--- config.mk ---
export PLATFORM = sky130hd
export DESIGN_NAME = pmc_controller
export DESIGN_NICKNAME = d
export VERILOG_FILES = /design/src/rtl/pmc_pkg.sv /design/src/rtl/pmc_controller.sv /design/src/rtl/pmc_detector.sv
export SDC_FILE = /design/constraint.sdc
export NUM_CORES = 1
export LEC_CHECK = 0
export BUFFER_PORTS_ARGS = -buffer_cell sky130_fd_sc_hd__buf_4
export CAP_MARGIN = 30
export CORE_MARGIN = 5
export CORE_UTILIZATION = 40
export DETAILED_ROUTE_END_ITERATION = 7
export PLACE_DENSITY = 0.61
export SYNTH_ARGS = -nofsm -noshare
export SYNTH_HDL_FRONTEND = slang
export SYNTH_HIERARCHICAL = 1
export SYNTH_SLANG_ARGS = --single-unit
--- constraint.sdc ---
create_clock -name core_clk_i -period 7 [get_ports core_clk_i]
set_clock_uncertainty 0.15 [all_clocks]
set_input_delay 0.35 -clock core_clk_i [delete_from_list [all_inputs] [get_ports core_clk_i]]
set_output_delay 0.35 -clock core_clk_i [all_outputs]
set_load 0.05 [all_outputs]
--- src/rtl/pmc_pkg.sv ---
// package of constants and types for the power mode controller
package pmc_pkg;

    // ****************************************
    // register offsets (byte addresses)
    // ****************************************
    localparam logic [11:0] PMC_CTRL_OFFS = 12'h000; // power_control_register
    localparam logic [11:0] PMC_STAT_OFFS = 12'h004; // power_status_register
    localparam logic [11:0] PMC_SCR_OFFS = 12'h008; // core system control bits
    localparam logic [11:0] PMC_CLK_OFFS = 12'h00C; // prescalers and clock gates

    // ****************************************
    // control register fields
    // ****************************************
    localparam int PMC_CTRL_POWERDOWN_DEEP_SELECT_BIT = 1;
    localparam int PMC_CTRL_DET_EN_BIT = 4;
    localparam int PMC_CTRL_THR_LSB = 5;
    localparam logic [31:0] PMC_CTRL_RESET = 32'h0000_0000;

    // ****************************************
    // status register fields
    // ****************************************
    localparam int PMC_STAT_BELOW_BIT = 2;
    localparam int PMC_STAT_MODE_LSB = 4;

    // ****************************************
    // core system control fields
    // ****************************************
    localparam int PMC_SCR_ON_EXIT_BIT = 1;
    localparam int PMC_SCR_DEEP_BIT = 2;
    localparam logic [31:0] PMC_SCR_RESET = 32'h0000_0000;

    // ****************************************
    // clock register fields
    // ****************************************
    localparam int PMC_CLK_PRE_LSB = 0;
    localparam int PMC_CLK_GATE_LSB = 16;
    localparam logic [31:0] PMC_CLK_RESET = 32'hFFFF_0000;
    localparam logic [9:0] PMC_PCTL_RESET = 10'h3FA; // all on, chip held in reset

    // ****************************************
    // detector and event line constants
    // ****************************************
    localparam int PMC_DET_EVENT_LINE = 16;

    // ****************************************
    // types
    // ****************************************
    typedef enum logic [1:0] {
        PMC_MODE_RUN,
        PMC_MODE_SLEEP,
        PMC_MODE_STOP,
        PMC_MODE_STANDBY
    } pmc_mode_type;

    // apb request from the master
    typedef struct packed {
        logic psel;
        logic penable;
        logic pwrite;
        logic [11:0] paddr;
        logic [31:0] pwdata;
    } pmc_apb_req_type;

    // apb answer to the master
    typedef struct packed {
        logic pready;
        logic pslverr;
        logic [31:0] prdata;
    } pmc_apb_rsp_type;

    // clock and power controls toward the chip
    typedef struct packed {
        logic cpu_clk_en;
        logic core_clk_en;
        logic tick_clk_en;
        logic int_osc_en;
        logic ext_osc_en;
        logic int_osc_select;
        logic reg_on;
        logic reg_low_power;
        logic chip_reset;
        logic crystal_pins_locked;
    } pmc_power_ctl_type;

endpackage : pmc_pkg

--- src/rtl/pmc_controller.sv ---
// power mode controller top: apb registers, detector, mode sequencer
`timescale 1ns/100ps
`default_nettype none

module pmc_controller
    import pmc_pkg::*;
#(
    parameter int LEVEL_W = 8,
    parameter int GATE_W = 16
) (
    // clock and reset
    input wire logic core_clk_i,
    input wire logic reset_n_i,
    // apb slave
    input wire pmc_pkg::pmc_apb_req_type apb_req_i,
    output pmc_pkg::pmc_apb_rsp_type apb_rsp_o,
    // supply monitoring
    input wire logic supply_reset_detector_low_i,
    input wire logic [LEVEL_W-1:0] supply_level_i,
    input wire logic [8*LEVEL_W-1:0] level_table_i,
    input wire logic on_battery_i,
    // external event controller line 16 settings and output
    input wire logic line_int_en_i,
    input wire logic line_rise_en_i,
    input wire logic line_fall_en_i,
    output logic line_event_o,
    output logic line_irq_o,
    // processor core
    input wire logic wait_for_interrupt_instr_i,
    input wire logic wait_for_event_instr_i,
    input wire logic handler_exit_i,
    input wire logic irq_pending_i,
    input wire logic wakeup_event_i,
    // stop entry conditions
    input wire logic flash_busy_i,
    input wire logic bus_busy_i,
    input wire logic line_pending_i,
    input wire logic periph_pending_i,
    input wire logic alarm_flag_i,
    // stop and standby wakeups
    input wire logic line_wakeup_i,
    input wire logic wakeup_pin_i,
    input wire logic alarm_wakeup_i,
    input wire logic external_reset_pin_i,
    input wire logic independent_watchdog_reset_i,
    // power and clock controls
    output pmc_pkg::pmc_power_ctl_type power_ctl_o,
    output logic [15:0] prescale_o,
    output logic [GATE_W-1:0] periph_clk_en_o
);
    import pmc_pkg::*;

    // ****************************************
    // state
    // ****************************************
    typedef struct packed {
        logic [31:0] ctrl;
        logic [31:0] scr;
        logic [31:0] clk;
        pmc_mode_type mode;
        logic entry_by_event;
        logic stop_pending;
        logic wakeup_pin_prev;
        logic pready;
        logic pslverr;
        logic [31:0] prdata;
        logic line_irq;
        logic line_event;
        pmc_power_ctl_type pctl;
        logic [15:0] prescale;
        logic [GATE_W-1:0] gates;
    } pmc_state_type;

    pmc_state_type state_ff;
    pmc_state_type nxt_state;

    logic det_below;
    logic det_edge;
    logic wait_req;
    logic deep_sel;
    logic powerdown_deep_select_sel;
    logic stop_blocked;
    logic wakeup_rise;
    logic exit_reset;
    logic apb_access;
    logic [31:0] status_word;

    // ****************************************
    // detector
    // ****************************************
    pmc_detector #(
        .LEVEL_W(LEVEL_W)
    ) u_detector (
        .core_clk_i(core_clk_i),
        .reset_n_i(reset_n_i),
        .supply_level_i(supply_level_i),
        .level_table_i(level_table_i),
        .enable_i(state_ff.ctrl[PMC_CTRL_DET_EN_BIT]),
        .thr_sel_i(state_ff.ctrl[PMC_CTRL_THR_LSB +: 3]),
        .rise_en_i(line_rise_en_i),
        .fall_en_i(line_fall_en_i),
        .below_o(det_below),
        .edge_o(det_edge)
    );

    // ****************************************
    // helper terms
    // ****************************************
    assign wait_req = wait_for_interrupt_instr_i || wait_for_event_instr_i
        || (handler_exit_i && state_ff.scr[PMC_SCR_ON_EXIT_BIT]);
    assign deep_sel = state_ff.scr[PMC_SCR_DEEP_BIT];
    assign powerdown_deep_select_sel = state_ff.ctrl[PMC_CTRL_POWERDOWN_DEEP_SELECT_BIT];
    assign stop_blocked = line_pending_i || periph_pending_i || alarm_flag_i;
    assign wakeup_rise = wakeup_pin_i && !state_ff.wakeup_pin_prev;
    assign exit_reset = wakeup_rise || alarm_wakeup_i || external_reset_pin_i
        || independent_watchdog_reset_i;
    assign apb_access = apb_req_i.psel && apb_req_i.penable && !state_ff.pready;

    // status word: below flag and current mode
    always_comb begin
        status_word = '0;
        status_word[PMC_STAT_BELOW_BIT] = det_below;
        status_word[PMC_STAT_MODE_LSB +: 2] = state_ff.mode;
    end

    // ****************************************
    // next state
    // ****************************************
    always_comb begin
        nxt_state = state_ff;
        nxt_state.pready = 1'b0;
        nxt_state.pslverr = 1'b0;
        nxt_state.wakeup_pin_prev = wakeup_pin_i;

        // apb access: one wait state, answer registered
        if (apb_access) begin
            nxt_state.pready = 1'b1;
            nxt_state.prdata = '0;
            unique case (apb_req_i.paddr)
                PMC_CTRL_OFFS: begin
                    if (apb_req_i.pwrite) begin
                        nxt_state.ctrl = apb_req_i.pwdata;
                    end
                    nxt_state.prdata = state_ff.ctrl;
                end
                PMC_STAT_OFFS: begin
                    nxt_state.prdata = status_word;
                end
                PMC_SCR_OFFS: begin
                    if (apb_req_i.pwrite) begin
                        nxt_state.scr = apb_req_i.pwdata;
                    end
                    nxt_state.prdata = state_ff.scr;
                end
                PMC_CLK_OFFS: begin
                    if (apb_req_i.pwrite) begin
                        nxt_state.clk = apb_req_i.pwdata;
                    end
                    nxt_state.prdata = state_ff.clk;
                end
                default: begin
                    nxt_state.pslverr = 1'b1;
                end
            endcase
        end

        // event line 16 from the detector
        nxt_state.line_event = det_edge;
        nxt_state.line_irq = det_edge && line_int_en_i;

        // mode sequencer
        unique case (state_ff.mode)
            PMC_MODE_RUN: begin
                nxt_state.stop_pending = 1'b0;
                if (wait_req || state_ff.stop_pending) begin
                    nxt_state.entry_by_event = wait_for_event_instr_i;
                    if (!deep_sel) begin
                        nxt_state.mode = PMC_MODE_SLEEP;
                    end else if (powerdown_deep_select_sel) begin
                        nxt_state.mode = PMC_MODE_STANDBY;
                    end else if (stop_blocked) begin
                        nxt_state.mode = PMC_MODE_RUN;
                    end else if (flash_busy_i || bus_busy_i) begin
                        nxt_state.stop_pending = 1'b1;
                    end else begin
                        nxt_state.mode = PMC_MODE_STOP;
                    end
                end
            end
            PMC_MODE_SLEEP: begin
                if (state_ff.entry_by_event ? wakeup_event_i : irq_pending_i) begin
                    nxt_state.mode = PMC_MODE_RUN;
                end
            end
            PMC_MODE_STOP: begin
                if (line_wakeup_i) begin
                    nxt_state.mode = PMC_MODE_RUN;
                end
            end
            PMC_MODE_STANDBY: begin
                // leave only through the reset sequence
                if (exit_reset) begin
                    nxt_state.mode = PMC_MODE_RUN;
                end
            end
        endcase

        // power and clock controls follow the next mode
        nxt_state.pctl.cpu_clk_en = (nxt_state.mode == PMC_MODE_RUN);
        nxt_state.pctl.core_clk_en = (nxt_state.mode == PMC_MODE_RUN)
            || (nxt_state.mode == PMC_MODE_SLEEP);
        nxt_state.pctl.tick_clk_en = (nxt_state.mode != PMC_MODE_STANDBY);
        nxt_state.pctl.int_osc_en = nxt_state.pctl.core_clk_en;
        nxt_state.pctl.ext_osc_en = nxt_state.pctl.core_clk_en;
        if (state_ff.mode == PMC_MODE_STOP && nxt_state.mode == PMC_MODE_RUN) begin
            nxt_state.pctl.int_osc_select = 1'b1;
        end else if (apb_access && apb_req_i.pwrite && apb_req_i.paddr == PMC_CLK_OFFS) begin
            nxt_state.pctl.int_osc_select = 1'b0;
        end
        nxt_state.pctl.reg_on = (nxt_state.mode != PMC_MODE_STANDBY);
        nxt_state.pctl.reg_low_power = (nxt_state.mode == PMC_MODE_STOP);
        nxt_state.pctl.chip_reset = supply_reset_detector_low_i
            || (state_ff.mode == PMC_MODE_STANDBY && exit_reset);
        nxt_state.pctl.crystal_pins_locked = on_battery_i;

        // prescalers and gates; gates hold through sleep
        nxt_state.prescale = nxt_state.clk[PMC_CLK_PRE_LSB +: 16];
        nxt_state.gates = nxt_state.clk[PMC_CLK_GATE_LSB +: GATE_W]
            & {GATE_W{nxt_state.pctl.core_clk_en}};
    end

    // ****************************************
    // state register
    // ****************************************
    always_ff @(posedge core_clk_i) begin
        if (!reset_n_i || supply_reset_detector_low_i) begin
            state_ff <= '0;
            state_ff.ctrl <= PMC_CTRL_RESET;
            state_ff.scr <= PMC_SCR_RESET;
            state_ff.clk <= PMC_CLK_RESET;
            state_ff.mode <= PMC_MODE_RUN;
            state_ff.pctl <= PMC_PCTL_RESET;
            state_ff.gates <= PMC_CLK_RESET[PMC_CLK_GATE_LSB +: GATE_W];
        end else begin
            state_ff <= nxt_state;
        end
    end

    // ****************************************
    // outputs
    // ****************************************
    assign apb_rsp_o.pready = state_ff.pready;
    assign apb_rsp_o.pslverr = state_ff.pslverr;
    assign apb_rsp_o.prdata = state_ff.prdata;
    assign line_event_o = state_ff.line_event;
    assign line_irq_o = state_ff.line_irq;
    assign power_ctl_o = state_ff.pctl;
    assign prescale_o = state_ff.prescale;
    assign periph_clk_en_o = state_ff.gates;

endmodule : pmc_controller

`default_nettype wire

--- src/rtl/pmc_detector.sv ---
// low voltage detector comparison and event line edge logic
`timescale 1ns/100ps
`default_nettype none

module pmc_detector
    import pmc_pkg::*;
#(
    parameter int LEVEL_W = 8
) (
    // clock and reset
    input wire logic core_clk_i,
    input wire logic reset_n_i,
    // supply measurement and levels
    input wire logic [LEVEL_W-1:0] supply_level_i,
    input wire logic [8*LEVEL_W-1:0] level_table_i,
    // configuration
    input wire logic enable_i,
    input wire logic [2:0] thr_sel_i,
    input wire logic rise_en_i,
    input wire logic fall_en_i,
    // results
    output logic below_o,
    output logic edge_o
);
    import pmc_pkg::*;

    typedef struct packed {
        logic below;
        logic edge_seen;
    } pmc_det_state_type;

    pmc_det_state_type state_ff;
    pmc_det_state_type nxt_state;
    logic [LEVEL_W-1:0] level_sel;

    // compare supply to selected level
    always_comb begin
        level_sel = level_table_i[thr_sel_i*LEVEL_W +: LEVEL_W];
        nxt_state = state_ff;
        nxt_state.edge_seen = 1'b0;
        if (!enable_i) begin
            nxt_state.below = 1'b0;
        end else begin
            nxt_state.below = (supply_level_i < level_sel);
            // falling supply sets below, rising clears it
            if (nxt_state.below && !state_ff.below && fall_en_i) begin
                nxt_state.edge_seen = 1'b1;
            end
            if (!nxt_state.below && state_ff.below && rise_en_i) begin
                nxt_state.edge_seen = 1'b1;
            end
        end
    end

    // state register
    always_ff @(posedge core_clk_i) begin
        if (!reset_n_i) begin
            state_ff <= '0;
        end else begin
            state_ff <= nxt_state;
        end
    end

    assign below_o = state_ff.below;
    assign edge_o = state_ff.edge_seen;

endmodule : pmc_detector

`default_nettype wire

==> flow_metrics.tcl <==
set metrics [dict create \
    outcome "finished clean" \
    routed_wirelength_um 21700 \
    crit_fanout 14 \
    min_path_type "in2reg" \
    cts_max_path_buffers 2 \
    relSlewSlack_pct 34.9 \
    cp-startpoint "state_ff[152]" \
    power-per-cell-area_nw_per_um2 215 \
    rows 50 \
    wl_per_cell_um 19.1 \
    hold_violations 0 \
    synth_top_family_by_area "compound AO/OA/AOI/OAI gates" \
    power.total_mw 2.01 \
    max_freq_mhz 328 \
    p_int_mw 1.51 \
    clk_latency_ns 0.43 \
    cts.repair.resized 0 \
    ys_seq_elements 162 \
    avgSynthCellArea_um2 9.67 \
    yosysUniqueCellTypes 48 \
    core_region_area_um2 18600 \
    rr_worst_depth 8 \
    critPathRequiredTime_ns 7.16 \
    yosys-mux-area-fraction_pct 15.6 \
    min_path_cells 3 \
    nFillCells 1753 \
    synthAdderAreaFrac_pct 1.16 \
    switchingPower_mw 0.502 \
    synth_fp_nets 930 \
    syn_area_um2 7560 \
    startpoint_type "flop" \
    tns_ns 0 \
    dp.cells 1100 \
    endpoint_kind "flop" \
    die_area_um2 21800 \
    netlist_instances 782 \
    whs_ns 0.0232 \
    finalWorstSetupSlack_ns 3.95 \
    antenna_found_initial 0 \
    area_growth_pct 23.8 \
    grt_first_pass_wirelength_um 33800 \
    clock-sinks 162 \
    grt_max_degree 81 \
    worst_pin_slew_ns 0.975 \
    synth-compound-area-share_pct 17.9 \
    start_util_pct 40.6 \
    antenna_left 0 \
    critPathArrivalTime_ns 3.21 \
    min_period_ns 3.05 \
    synth_seq_area_share_pct 42.9 \
    worstHoldStart "apb_req_i[15]" \
    hpwl_um 14200 \
    clockRootBuffer "clkbuf_16" \
    synthArstFlopShare_pct 0 \
    drcViolationCount 0 \
    rsz0062_at_grt "no" \
    clock_power_share_pct 46.0 \
    p_sw_share_pct 24.9 \
    grt_use_total_pct 19.4 \
    p_leak_nw 3.75 \
    viasPerCell 5.45 \
    post_cts_buffers 0 \
    drt_iter0_drc 360 \
    diodes 0 \
    finalSetupViolCount 0 \
    grt_pass1_vias 6214 \
    synthSimpleGateAreaFrac_pct 10.6 \
    finalWeightedCongestion 0.827 \
    maxSlewViolCount 0 \
    cts-htree-levels 4 \
    fp.dieH_um 148 \
    routed-via-count 6188 \
    synth-xor-area-share_pct 0 \
    cap_violations 0 \
    grt_overflow 0 \
    fin_cells 1135 \
    crit_type "reg2reg" \
    first_pass_iters 5 \
    die_x_um 148 \
    ioPinCount 219 \
    drive_gt1_share_pct 35.1 \
    p_seq_share_pct 45.9 \
    synth-main-ff-cell "dfxtp_1" \
    cts_tree "done" \
    vdd_drop_max_v 0.000166 \
    clk_pin_slew_worst_paths_ns 0.07 \
    dp_slack_ns 3.92 \
    regToRegStartpoint "state_ff[152]" \
    portBuffers 218 \
    yosysWarnings 6 \
    numCtsBuffers 17 \
    combPwrFrac_pct 8.1 \
    nets 1036 \
    synth_edf_count 0 \
    post-route-period-util_pct 43.5 \
]
==> worst paths after layout <==
kind / endpoint / slack, ns
worst max-delay path: u_detector/edge_o / 3.95
worst max register to register: u_detector/edge_o / 3.95
worst min register to register: power_ctl_o[4] / 0.29
worst min-delay path: state_ff[98] / 0.02
==> cell usage after synthesis (4+ instances only) <==
library cell	instances	area share (%)
a21oi_1	66	4.4
a22oi_1	31	3.1
and2_1	6	0.50
buf_2	13	0.86
buf_4	84	8.3
clkbuf_1	39	1.9
dfxtp_1	162	43
ha_1	7	1.2
mux2_2	30	4.5
mux2i_1	42	5.6
mux4_1	4	1.4
mux4_2	14	4.2
nand2_1	26	1.3
nand2b_1	4	0.33
nand3_1	65	4.3
nor2_1	27	1.3
nor2b_1	5	0.41
o21ai_0	79	5.2
o21ai_1	6	0.40
o2bb2ai_1	29	3.4
==> routing by layer <==
layer  routed length [µm]  GRT usage [%]  vias to the layer above
met4                  405           6.62                        0
met5                    0              0                        -
met3                 1210           4.51                       32
met2                10500           32.1                      188
li1                     -              -                     2985
met1                 9510           25.1                     2983
==> sequential cells by signal, indices dropped and copies added (netlist names) <==
register,count
apb_rsp_o,34
u_detector/below_o,1
line_irq_o,1
deep_sel,1
periph_clk_en_o,16
state_ff,99
line_event_o,1
u_detector/edge_o,1
power_ctl_o,7
powerdown_deep_select_sel,1
==> cell type report <==
type / instances / area [µm²] / share of cell area, %
clock buffers: 17 / 425 / 4.54
clock inverters: 15 / 163 / 1.74
inverters: 2 / 7.51 / 0.0801
multi-input cells: 476 / 3470 / 37.0
flip-flops and latches: 162 / 3240 / 34.6
well taps: 234 / 293 / 3.13
repair buffers: 229 / 1770 / 18.9
==> power by group through the flow <==
stage	clock network [mW]	registers [mW]	logic (mW)
after global placement	0	0.946	0.159
after CTS	0.947	0.925	0.164
final	0.927	0.925	0.163
after floorplan	0	0.945	0.0698
after global routing	0.988	0.924	0.176
after detailed placement	0	0.946	0.162
==> kinds of logic (layout without fill, tap and decap cells) <==
family | count (synthesis) | in the layout
mux | 90 | 90
flops | 162 | 162
compound gates | 225 | 225
buf+inv | 144 | 263
simple gates | 154 | 154
fa+ha+maj | 7 | 7
==> stage by stage <==
step	utilization (%)	area, µm²
floorplan	-	7560
global placement	46.6	8690
detailed placement	46.9	8750
CTS	50.2	9370
finish	50.2	9370
global route	50.2	9370
==> timing repair <==
item                                    in CTS  in global routing
hold endpoints to repair                     3                  0
endpoints found under the setup margin       0                  0
hold buffers                                 3                  0
==> critical path: stages, from the launching register on <==
cell       delay (ns)
dfxtp_1          0.58
buf_16           0.21
mux4_1           0.54
mux2i_1          0.15
ha_1             0.26
a2111oi_0        0.41
a31oi_1          0.16
or3_4            0.35
mux2i_1          0.12
==> cell usage in the layout, fill, tap and decap left out, drive strengths merged, types with 3 or more instances in the layout <==
master / count
and2: 6
inv: 12
nand4: 4
o2bb2ai: 29
dlygate4sd3: 3
ha: 7
a22oi: 31
a2111oi: 3
mux2i: 42
dfxtp: 162
nand2: 26
a21oi: 66
nor2: 27
mux2: 30
mux4: 18
nor2b: 5
clkbuf: 17
clkinv: 4
nand2b: 4
nor4: 3
nand3: 65
buf: 226
a22o: 3
o21ai: 85
(Power assumes the default switching activity.)
